===== src/rtl/uitl_consts.vh =====
`ifndef UITL_CONSTS_VH
`define UITL_CONSTS_VH
// Word offsets (byte addresses on a 32-bit Wishbone bus)
`define UITL_DATA_OFS 8'h00
`define UITL_EN_OFS 8'h04
`define UITL_IDENT_OFS 8'h08
`define UITL_LINE_OFS 8'h14
`define UITL_RX_ALIAS_LO 8'h30
`define UITL_RX_ALIAS_HI 8'h6c
`define UITL_TX_ALIAS_LO 8'h30
`define UITL_TX_ALIAS_HI 8'h6c
`define UITL_FIFO_EN_ALIAS 8'h98
`define UITL_RX_TRIG_ALIAS 8'h9c
`define UITL_TX_TRIG_ALIAS 8'ha0
`define UITL_RX_STAT 8'ha4
// Field positions
`define UITL_EN_LINE 2
`define UITL_EN_DATA 0
`define UITL_EN_TXE 1
`define UITL_EN_PTHR 7
`define UITL_FIFO_ON 0
`define UITL_LINE_TXE 5
// Interrupt identification codes
`define UITL_ID_NONE 4'h1
`define UITL_ID_LINE 4'h6
`define UITL_ID_DATA 4'h4
`define UITL_ID_CTO 4'hc
`define UITL_ID_TXE 4'h2
// Writable bits and reset values
`define UITL_EN_MASK 8'h87
`define UITL_FIFO_MASK 8'hf1
`define UITL_EN_RST 8'h00
`define UITL_FIFO_RST 8'h00
// Character time in bit times, and timeout in character times
`define UITL_CHAR_BITS 10
`define UITL_TIMEOUT_CHARS 4
`endif


===== src/rtl/uitl_irq.v =====
// Added by the designer: the register addresses and the Wishbone register port.
`timescale 1ns/100ps
`default_nettype none
`include "uitl_consts.vh"
module uitl_irq #(
  parameter FIFO_DEPTH = 16,
  parameter BIT_CLKS = 16
) (
  input wire MCLK,
  input wire RST_N,
  input wire WB_CYC_I,
  input wire WB_STB_I,
  input wire WB_WE_I,
  input wire [7:0] WB_ADR_I,
  input wire [3:0] WB_SEL_I,
  input wire [31:0] WB_DAT_I,
  output reg [31:0] WB_DAT_O,
  output reg WB_ACK_O,
  output reg WB_ERR_O,
  input wire [7:0] RX_DATA,
  input wire RX_VALID,
  input wire [4:0] RX_LEVEL,
  input wire [3:0] RX_ERRORS,
  input wire RX_ERR_EVENT,
  input wire [4:0] TX_LEVEL,
  input wire TX_HOLD_EMPTY,
  output reg RX_POP,
  output reg TX_PUSH,
  output reg [7:0] TX_DATA,
  output reg UART_IRQ
);
  localparam [31:0] TO_CLKS = `UITL_TIMEOUT_CHARS * `UITL_CHAR_BITS * BIT_CLKS;
  localparam [15:0] TO_END = TO_CLKS[15:0];
  localparam [15:0] TO_LAST = TO_END - 16'h0001;
  localparam [31:0] DEPTH32 = FIFO_DEPTH;
  localparam [4:0] DEPTH5 = DEPTH32[4:0];

  reg [7:0] irq_enable_reg_r;
  reg [7:0] fifo_control_reg_r;
  reg [3:0] rx_err_r;
  reg line_pend_r;
  reg txe_pend_r;
  reg txe_src_d_r;
  reg cto_pend_r;
  reg [15:0] idle_cnt_r;
  reg [4:0] rx_level_d_r;
  reg [3:0] irq_id;
  reg [31:0] rd_data;
  wire fifo_on;
  wire ptime_on;
  wire rda_src;
  wire txe_src;
  wire tx_empty_norm;
  wire tx_full;
  wire req;
  wire wr_acc;
  wire rd_acc;
  wire mapped;
  wire in_rx_alias;
  wire in_tx_alias;
  wire hit_data;
  wire hit_en;
  wire hit_ident;
  wire hit_line;
  wire hit_fe;
  wire hit_rt;
  wire hit_tt;
  wire hit_stat;
  wire rd_line;
  wire rd_ident;
  wire rd_data_buf;
  wire wr_data_buf;
  wire wr_en_reg;
  wire wr_fifo_ctl;
  wire wr_fe;
  wire wr_rt;
  wire wr_tt;
  wire rx_moved;
  wire cto_src;
  wire irq_pend;
  wire [4:0] thr_level;
  wire [4:0] rx_trig;
  wire [7:0] line_state_reg;

  function in_range;
    input [7:0] a;
    input [7:0] lo;
    input [7:0] hi;
    begin
      in_range = (a >= lo) && (a <= hi);
    end
  endfunction

  // Transmit threshold: empty, 2 entries, quarter, half
  function [4:0] thr_dec;
    input [1:0] sel;
    begin
      case (sel)
        2'h0: thr_dec = 5'h00;
        2'h1: thr_dec = 5'h02;
        2'h2: thr_dec = DEPTH5 >> 2;
        default: thr_dec = DEPTH5 >> 1;
      endcase
    end
  endfunction

  // Receive trigger: one, quarter, half, two short of full
  function [4:0] trig_dec;
    input [1:0] sel;
    begin
      case (sel)
        2'h0: trig_dec = 5'h01;
        2'h1: trig_dec = DEPTH5 >> 2;
        2'h2: trig_dec = DEPTH5 >> 1;
        default: trig_dec = DEPTH5 - 5'h02;
      endcase
    end
  endfunction

  assign req = WB_CYC_I & WB_STB_I & ~WB_ACK_O & ~WB_ERR_O;
  assign in_rx_alias = in_range(WB_ADR_I, `UITL_RX_ALIAS_LO, `UITL_RX_ALIAS_HI);
  assign in_tx_alias = in_range(WB_ADR_I, `UITL_TX_ALIAS_LO, `UITL_TX_ALIAS_HI);
  assign hit_data = (WB_ADR_I == `UITL_DATA_OFS);
  assign hit_en = (WB_ADR_I == `UITL_EN_OFS);
  assign hit_ident = (WB_ADR_I == `UITL_IDENT_OFS);
  assign hit_line = (WB_ADR_I == `UITL_LINE_OFS);
  assign hit_fe = (WB_ADR_I == `UITL_FIFO_EN_ALIAS);
  assign hit_rt = (WB_ADR_I == `UITL_RX_TRIG_ALIAS);
  assign hit_tt = (WB_ADR_I == `UITL_TX_TRIG_ALIAS);
  assign hit_stat = (WB_ADR_I == `UITL_RX_STAT);
  assign mapped = hit_data | in_rx_alias | in_tx_alias | hit_en | hit_ident | hit_line
    | hit_fe | hit_rt | hit_tt | hit_stat;
  assign wr_acc = req & mapped & WB_WE_I & WB_SEL_I[0];
  assign rd_acc = req & mapped & ~WB_WE_I;
  assign rd_line = rd_acc & hit_line;
  assign rd_ident = rd_acc & hit_ident;
  assign rd_data_buf = rd_acc & (hit_data | in_rx_alias);
  assign wr_data_buf = wr_acc & (hit_data | in_tx_alias);
  assign wr_en_reg = wr_acc & hit_en;
  assign wr_fifo_ctl = wr_acc & hit_ident;
  assign wr_fe = wr_acc & hit_fe;
  assign wr_rt = wr_acc & hit_rt;
  assign wr_tt = wr_acc & hit_tt;

  assign fifo_on = fifo_control_reg_r[`UITL_FIFO_ON];
  assign ptime_on = irq_enable_reg_r[`UITL_EN_PTHR] & fifo_on;
  assign thr_level = thr_dec(fifo_control_reg_r[5:4]);
  assign rx_trig = trig_dec(fifo_control_reg_r[7:6]);
  assign rda_src = fifo_on ? (RX_LEVEL >= rx_trig) : RX_VALID;
  assign tx_full = (TX_LEVEL >= DEPTH5);
  // Outside threshold mode: holding register or FIFO empty
  assign tx_empty_norm = fifo_on ? (TX_LEVEL == 5'h00) : TX_HOLD_EMPTY;
  assign txe_src = ptime_on ? (TX_LEVEL <= thr_level) : tx_empty_norm;
  assign line_state_reg = {1'b0, TX_HOLD_EMPTY & (TX_LEVEL == 5'h00),
    (ptime_on ? tx_full : tx_empty_norm),
    rx_err_r, RX_VALID | (RX_LEVEL != 5'h00)};
  assign rx_moved = (RX_LEVEL == 5'h00) | (RX_LEVEL != rx_level_d_r) | rd_data_buf;
  assign cto_src = fifo_on & (RX_LEVEL != 5'h00) & (idle_cnt_r == TO_LAST);

  always @* begin
    if (line_pend_r & irq_enable_reg_r[`UITL_EN_LINE]) begin
      irq_id = `UITL_ID_LINE;
    end else if (rda_src & irq_enable_reg_r[`UITL_EN_DATA]) begin
      irq_id = `UITL_ID_DATA;
    end else if (cto_pend_r & fifo_on & irq_enable_reg_r[`UITL_EN_DATA]) begin
      irq_id = `UITL_ID_CTO;
    end else if (txe_pend_r & irq_enable_reg_r[`UITL_EN_TXE]) begin
      irq_id = `UITL_ID_TXE;
    end else begin
      irq_id = `UITL_ID_NONE;
    end
  end

  assign irq_pend = (irq_id != `UITL_ID_NONE);

  always @* begin
    rd_data = 32'h00000000;
    if (hit_data | in_rx_alias) begin
      rd_data[7:0] = RX_DATA;
    end else if (hit_en) begin
      rd_data[7:0] = irq_enable_reg_r;
    end else if (hit_ident) begin
      rd_data[7:0] = {fifo_on, fifo_on, 2'b00, irq_id};
    end else if (hit_line) begin
      rd_data[7:0] = line_state_reg;
    end else if (hit_fe) begin
      rd_data[0] = fifo_control_reg_r[0];
    end else if (hit_rt) begin
      rd_data[1:0] = fifo_control_reg_r[7:6];
    end else if (hit_tt) begin
      rd_data[1:0] = fifo_control_reg_r[5:4];
    end else if (hit_stat) begin
      rd_data[15:0] = {TX_LEVEL[3:0], 3'b000, RX_LEVEL, 4'h0};
    end
  end

  // Bus answer and data handoff, one cycle after the take
  always @(posedge MCLK or negedge RST_N) begin
    if (!RST_N) begin
      WB_ACK_O <= 1'b0;
      WB_ERR_O <= 1'b0;
      WB_DAT_O <= 32'h00000000;
      RX_POP <= 1'b0;
      TX_PUSH <= 1'b0;
      TX_DATA <= 8'h00;
    end else begin
      WB_ACK_O <= req & mapped;
      WB_ERR_O <= req & ~mapped;
      WB_DAT_O <= rd_acc ? rd_data : 32'h00000000;
      RX_POP <= rd_data_buf;
      TX_PUSH <= wr_data_buf;
      if (wr_data_buf) begin
        TX_DATA <= WB_DAT_I[7:0];
      end
    end
  end

  // Aliases write their own field only
  always @(posedge MCLK or negedge RST_N) begin
    if (!RST_N) begin
      irq_enable_reg_r <= `UITL_EN_RST;
      fifo_control_reg_r <= `UITL_FIFO_RST;
    end else begin
      if (wr_en_reg) begin
        irq_enable_reg_r <= WB_DAT_I[7:0] & `UITL_EN_MASK;
      end
      if (wr_fifo_ctl) begin
        fifo_control_reg_r <= WB_DAT_I[7:0] & `UITL_FIFO_MASK;
      end
      if (wr_fe) begin
        fifo_control_reg_r[0] <= WB_DAT_I[0];
      end
      if (wr_rt) begin
        fifo_control_reg_r[7:6] <= WB_DAT_I[1:0];
      end
      if (wr_tt) begin
        fifo_control_reg_r[5:4] <= WB_DAT_I[1:0];
      end
    end
  end

  // Line status: a new error wins over the clearing read
  always @(posedge MCLK or negedge RST_N) begin
    if (!RST_N) begin
      line_pend_r <= 1'b0;
      rx_err_r <= 4'h0;
    end else begin
      if (RX_ERR_EVENT) begin
        line_pend_r <= 1'b1;
        rx_err_r <= rx_err_r | RX_ERRORS;
      end else if (rd_line) begin
        line_pend_r <= 1'b0;
        rx_err_r <= 4'h0;
      end
    end
  end

  // Transmit empty: set on the rising source, so one read clears it
  always @(posedge MCLK or negedge RST_N) begin
    if (!RST_N) begin
      txe_pend_r <= 1'b0;
      txe_src_d_r <= 1'b0;
    end else begin
      txe_src_d_r <= txe_src;
      if (txe_src & ~txe_src_d_r) begin
        txe_pend_r <= 1'b1;
      end else if (~txe_src | wr_data_buf | (rd_ident & (irq_id == `UITL_ID_TXE))) begin
        txe_pend_r <= 1'b0;
      end
    end
  end

  // Character timeout: idle counter saturates, fires once
  always @(posedge MCLK or negedge RST_N) begin
    if (!RST_N) begin
      idle_cnt_r <= 16'h0000;
      rx_level_d_r <= 5'h00;
      cto_pend_r <= 1'b0;
    end else begin
      rx_level_d_r <= RX_LEVEL;
      if (rx_moved) begin
        idle_cnt_r <= 16'h0000;
      end else if (idle_cnt_r != TO_END) begin
        idle_cnt_r <= idle_cnt_r + 16'h0001;
      end
      if (cto_src) begin
        cto_pend_r <= 1'b1;
      end else if (rd_data_buf || RX_LEVEL == 5'h00) begin
        cto_pend_r <= 1'b0;
      end
    end
  end

  always @(posedge MCLK or negedge RST_N) begin
    if (!RST_N) begin
      UART_IRQ <= 1'b0;
    end else begin
      UART_IRQ <= irq_pend;
    end
  end
endmodule // uitl_irq
`default_nettype wire


===== config.mk =====
export PLATFORM = sky130hd
export DESIGN_NAME = uitl_irq
export DESIGN_NICKNAME = d
export VERILOG_FILES = /design/src/rtl/uitl_irq.v
export VERILOG_INCLUDE_DIRS = /design/src /design/src/rtl
export SDC_FILE = /design/constraint.sdc
export NUM_CORES = 1
export LEC_CHECK = 0
export BUFFER_PORTS_ARGS = -buffer_cell sky130_fd_sc_hd__buf_2
export CORE_ASPECT_RATIO = 0.6
export CORE_MARGIN = 10
export CORE_UTILIZATION = 53
export CTS_BUF_LIST = sky130_fd_sc_hd__clkbuf_4
export DETAILED_ROUTE_END_ITERATION = 8
export MAX_ROUTING_LAYER = met4
export PLACE_DENSITY = 0.88
export REMOVE_ABC_BUFFERS = 1
export SKIP_LAST_GASP = 1
export SLEW_MARGIN = 20
export SYNTH_ARGS = -nofsm -noshare
export SYNTH_HDL_FRONTEND = slang
export SYNTH_SLANG_ARGS = --single-unit

===== constraint.sdc =====
create_clock -name MCLK -period 2.25 [get_ports MCLK]
set_input_delay 0.1125 -clock MCLK [delete_from_list [all_inputs] [get_ports MCLK]]
set_output_delay 0.1125 -clock MCLK [all_outputs]
set_load 0.05 [all_outputs]

==> results.md <==
- Starting density of the core: 0.545
- EDFF count, synth: 0
- Post-DRT Antenna Nets: 0
- Share of flip-flops with an asynchronous set or reset: 1.00
- CP startpoint kind: flip-flop
- Mapped cell area: 3620 um^2
- Crit path DAT: 2.38 ns
- Diodes inserted: 0
- H-tree levels: 3
- Layout cells sized above 1: 0.254
- Initial DRC Count: 406
- Status: completed
- Layout area overhead: 24.1%
- Overflow after GRT: 0
- Fmax: 485 MHz
- Slowest CP cell: dfrtp_1
- Vias per inst: 5.68
- Clock sink count: 64
- Fin Clk Skew: 0.0262 ns
- Commonest non-fill, non-tap cells in the layout: buf_2 (72), dfrtp_1 (64), nor2_1 (45)
- DRT Wirelength: 10.2 mm
- Leading cell type in the layout, fill and taps excluded: buf_2
- Largest net degree at the start of global routing: 65
- Critical Path Fanout Max: 5
- DP Area: 3990 um^2
- Measured slew at the worst slew-check pin: 0.779 ns
- First-pass GRT wire length: 16.5 mm
- Seq cells post-synth: 64
- First-pass iteration count of the detailed router: 8
- Pwr/cell area: 599 nW/um^2
- HP Class: in -> reg
- RSZ-0062 raised after global routing: no
- Worst-Skew Late Latency: 0.43 ns
- Final HPWL DP: 7.49 mm
- CTS tree: yes
- Sequential-to-total area share from yosys stat: 0.442
- Worst slew margin: 0.480
- Final core utilization: 0.676
- Leakage: 2.06 nW
- GRT Util Overall: 0.194
- Antenna violations before repair: 0
- DRC viols: 0
- # nets final: 559
- CP delay by family, top: compound AO/OA/AOI/OAI gates
- CTS Buf Count: 9
- Worst setup EP type: flip-flop
- Post-CTS setup buffers: 0
- Distinct cell type count after synthesis: 72
- Mapped Cells: 366
- Fin. Hold Viols: 0
- Avg Inst Size Synth: 9.90 um^2
- Vias in the first global route: 3272
- Area of the die: 10600 um^2
- Worst-path cell chain: nand2_1 -> ha_1 -> o21ai_0 -> o211ai_1 -> a22oi_2 -> nand3_1 -> a311oi_1
- Period utilisation layout: 0.916
- CP max stage delay: 0.49 ns
- Routed length per placed instance: 17.9 um
- Die width: 127 um
- CORE AREA: 6650 um^2
- Ports: 119
- Port bufs: 72
- VDD IR-drop max: 596 uV
- Vias: 3229
- Syn. warnings: 0
- Clock period minus worst slack: 2.06 ns
- Final setup vio count: 0
- Row count: 23
- Gpl congestion: 0.951
- CP Data Required Time: 2.57 ns
- Clk buf depth: 2
- Critical path type: reg -> reg
- Worst-path clk slew: 0.11 ns
- Die Y: 84.0 um
- Post-route cell area: 4490 um^2
- Setup TNS Final: 0 ns
- Count of max-cap constraint violations: 0
- Post-synth top flop: dfrtp_1
- Crit path buffers/inverters: 0
- Root Buffer: clkbuf_4
- Slew Viols, Final: 0
## path summary, 6_finish.rpt
path / endpoint / startpoint / slack [ns] / depth (start not counted)
max: WB_DAT_O[0] / fifo_control_reg_r[7] / 0.19 / 7
min: WB_DAT_O[2] / RX_DATA[2] / 0.04 / 2
max reg2reg: WB_DAT_O[0] / fifo_control_reg_r[7] / 0.19 / 7
min reg2reg: txe_pend_r / txe_src_d_r / 0.45 / 1
max in group asynchronous: TX_DATA[4] / RST_N / 1.33 / 3
min in group asynchronous: WB_DAT_O[8] / RST_N / 0.39 / 3
## layout make-up
type / instances / area, um^2
Multi-Input combinational cell: 277 / 1850
Inverter: 14 / 52.6
Fill cell: 543 / 2150
Sequential cell: 64 / 1600
Clock inverter: 7 / 86.3
Clock buffer: 9 / 67.6
Tap cell: 87 / 109
Timing Repair Buffer: 110 / 728
## per-layer routing
metal / up-vias / global-route usage / wire [um]
li1: 1499 / - / -
met1: 1545 / 0.254 / 4520
met2: 173 / 0.281 / 4520
met3: 12 / 0.0673 / 1070
met4: 0 / 0.0474 / 73
met5: - / - / 0
## cell families after synthesis
| logic type | share of synthesized area |
|---|---|
| simple gates | 0.232 |
| flops | 0.442 |
| compound gates | 0.125 |
| buf+inv | 0.0718 |
| xor+xnor | 0.0508 |
| mux | 0.0459 |
| fa+ha+maj | 0.0311 |
| other cells | 0.00104 |
## Yosys cell counts (all sizes together) (2+ instances only)
cell type | count | area [um^2]
nor3 | 8 | 45.0
buf | 28 | 203
nand2b | 7 | 43.8
inv | 14 | 52.6
a211oi | 4 | 30.0
dfrtp | 64 | 1600
mux2 | 13 | 146
nand4 | 8 | 50.1
nand2 | 25 | 93.8
nand3 | 11 | 55.1
or3 | 4 | 30.0
and2 | 2 | 12.5
nand4b | 2 | 17.5
o211ai | 3 | 27.5
nor4bb | 3 | 30.0
o21ai | 7 | 46.3
o22ai | 6 | 37.5
or3b | 2 | 17.5
nor2 | 46 | 175
a32oi | 2 | 17.5
mux2i | 2 | 20.0
nand3b | 2 | 15.0
a22oi | 2 | 15.0
nor2b | 5 | 31.3
nor3b | 3 | 27.5
and4b | 2 | 20.0
a222oi | 2 | 20.0
ha | 9 | 113
or4 | 4 | 37.5
or2 | 2 | 12.5
and3 | 6 | 37.5
a31oi | 3 | 25.0
xnor2 | 9 | 78.8
xor2 | 12 | 105
nor4 | 5 | 52.6
a21oi | 18 | 90.1
## what timing repair did
action | 4_1_cts | 5_1_grt
hold endpoints to repair | 99 | 0
hold buffers | 33 | 0
resized for setup | 0 | 4
endpoints found under the setup margin | 0 | 14
## registers in the layout, summed over array words and instances, names as in the netlist
name	cells
cto_pend_r	1
TX_DATA	8
UART_IRQ	1
WB_ERR_O	1
rx_err_r	4
TX_PUSH	1
fifo_control_reg_r	5
WB_ACK_O	1
idle_cnt_r	16
irq_enable_reg_r	4
rx_level_d_r	5
line_pend_r	1
RX_POP	1
txe_pend_r	1
WB_DAT_O	13
txe_src_d_r	1
## metrics by stage
step	hold slack, ns	power (mW)	setup WS [ns]	instances
6_report	0.0411	2.69	0.189	568
4_1_cts	0.0126	2.71	0.0478	568
3_3_place_gp	0.297	1.77	0.215	519
3_5_place_dp	0.299	1.79	0.0737	519
2_1_floorplan	-0.183	1.60	0.121	355
5_1_grt	0.0124	2.82	0.0393	568
## power by group
part	internal [mW]	switching, mW
combinational	0.179	0.390
clock	0.439	0.436
sequential	1.21	0.0413
(Power assumes the default switching activity.)
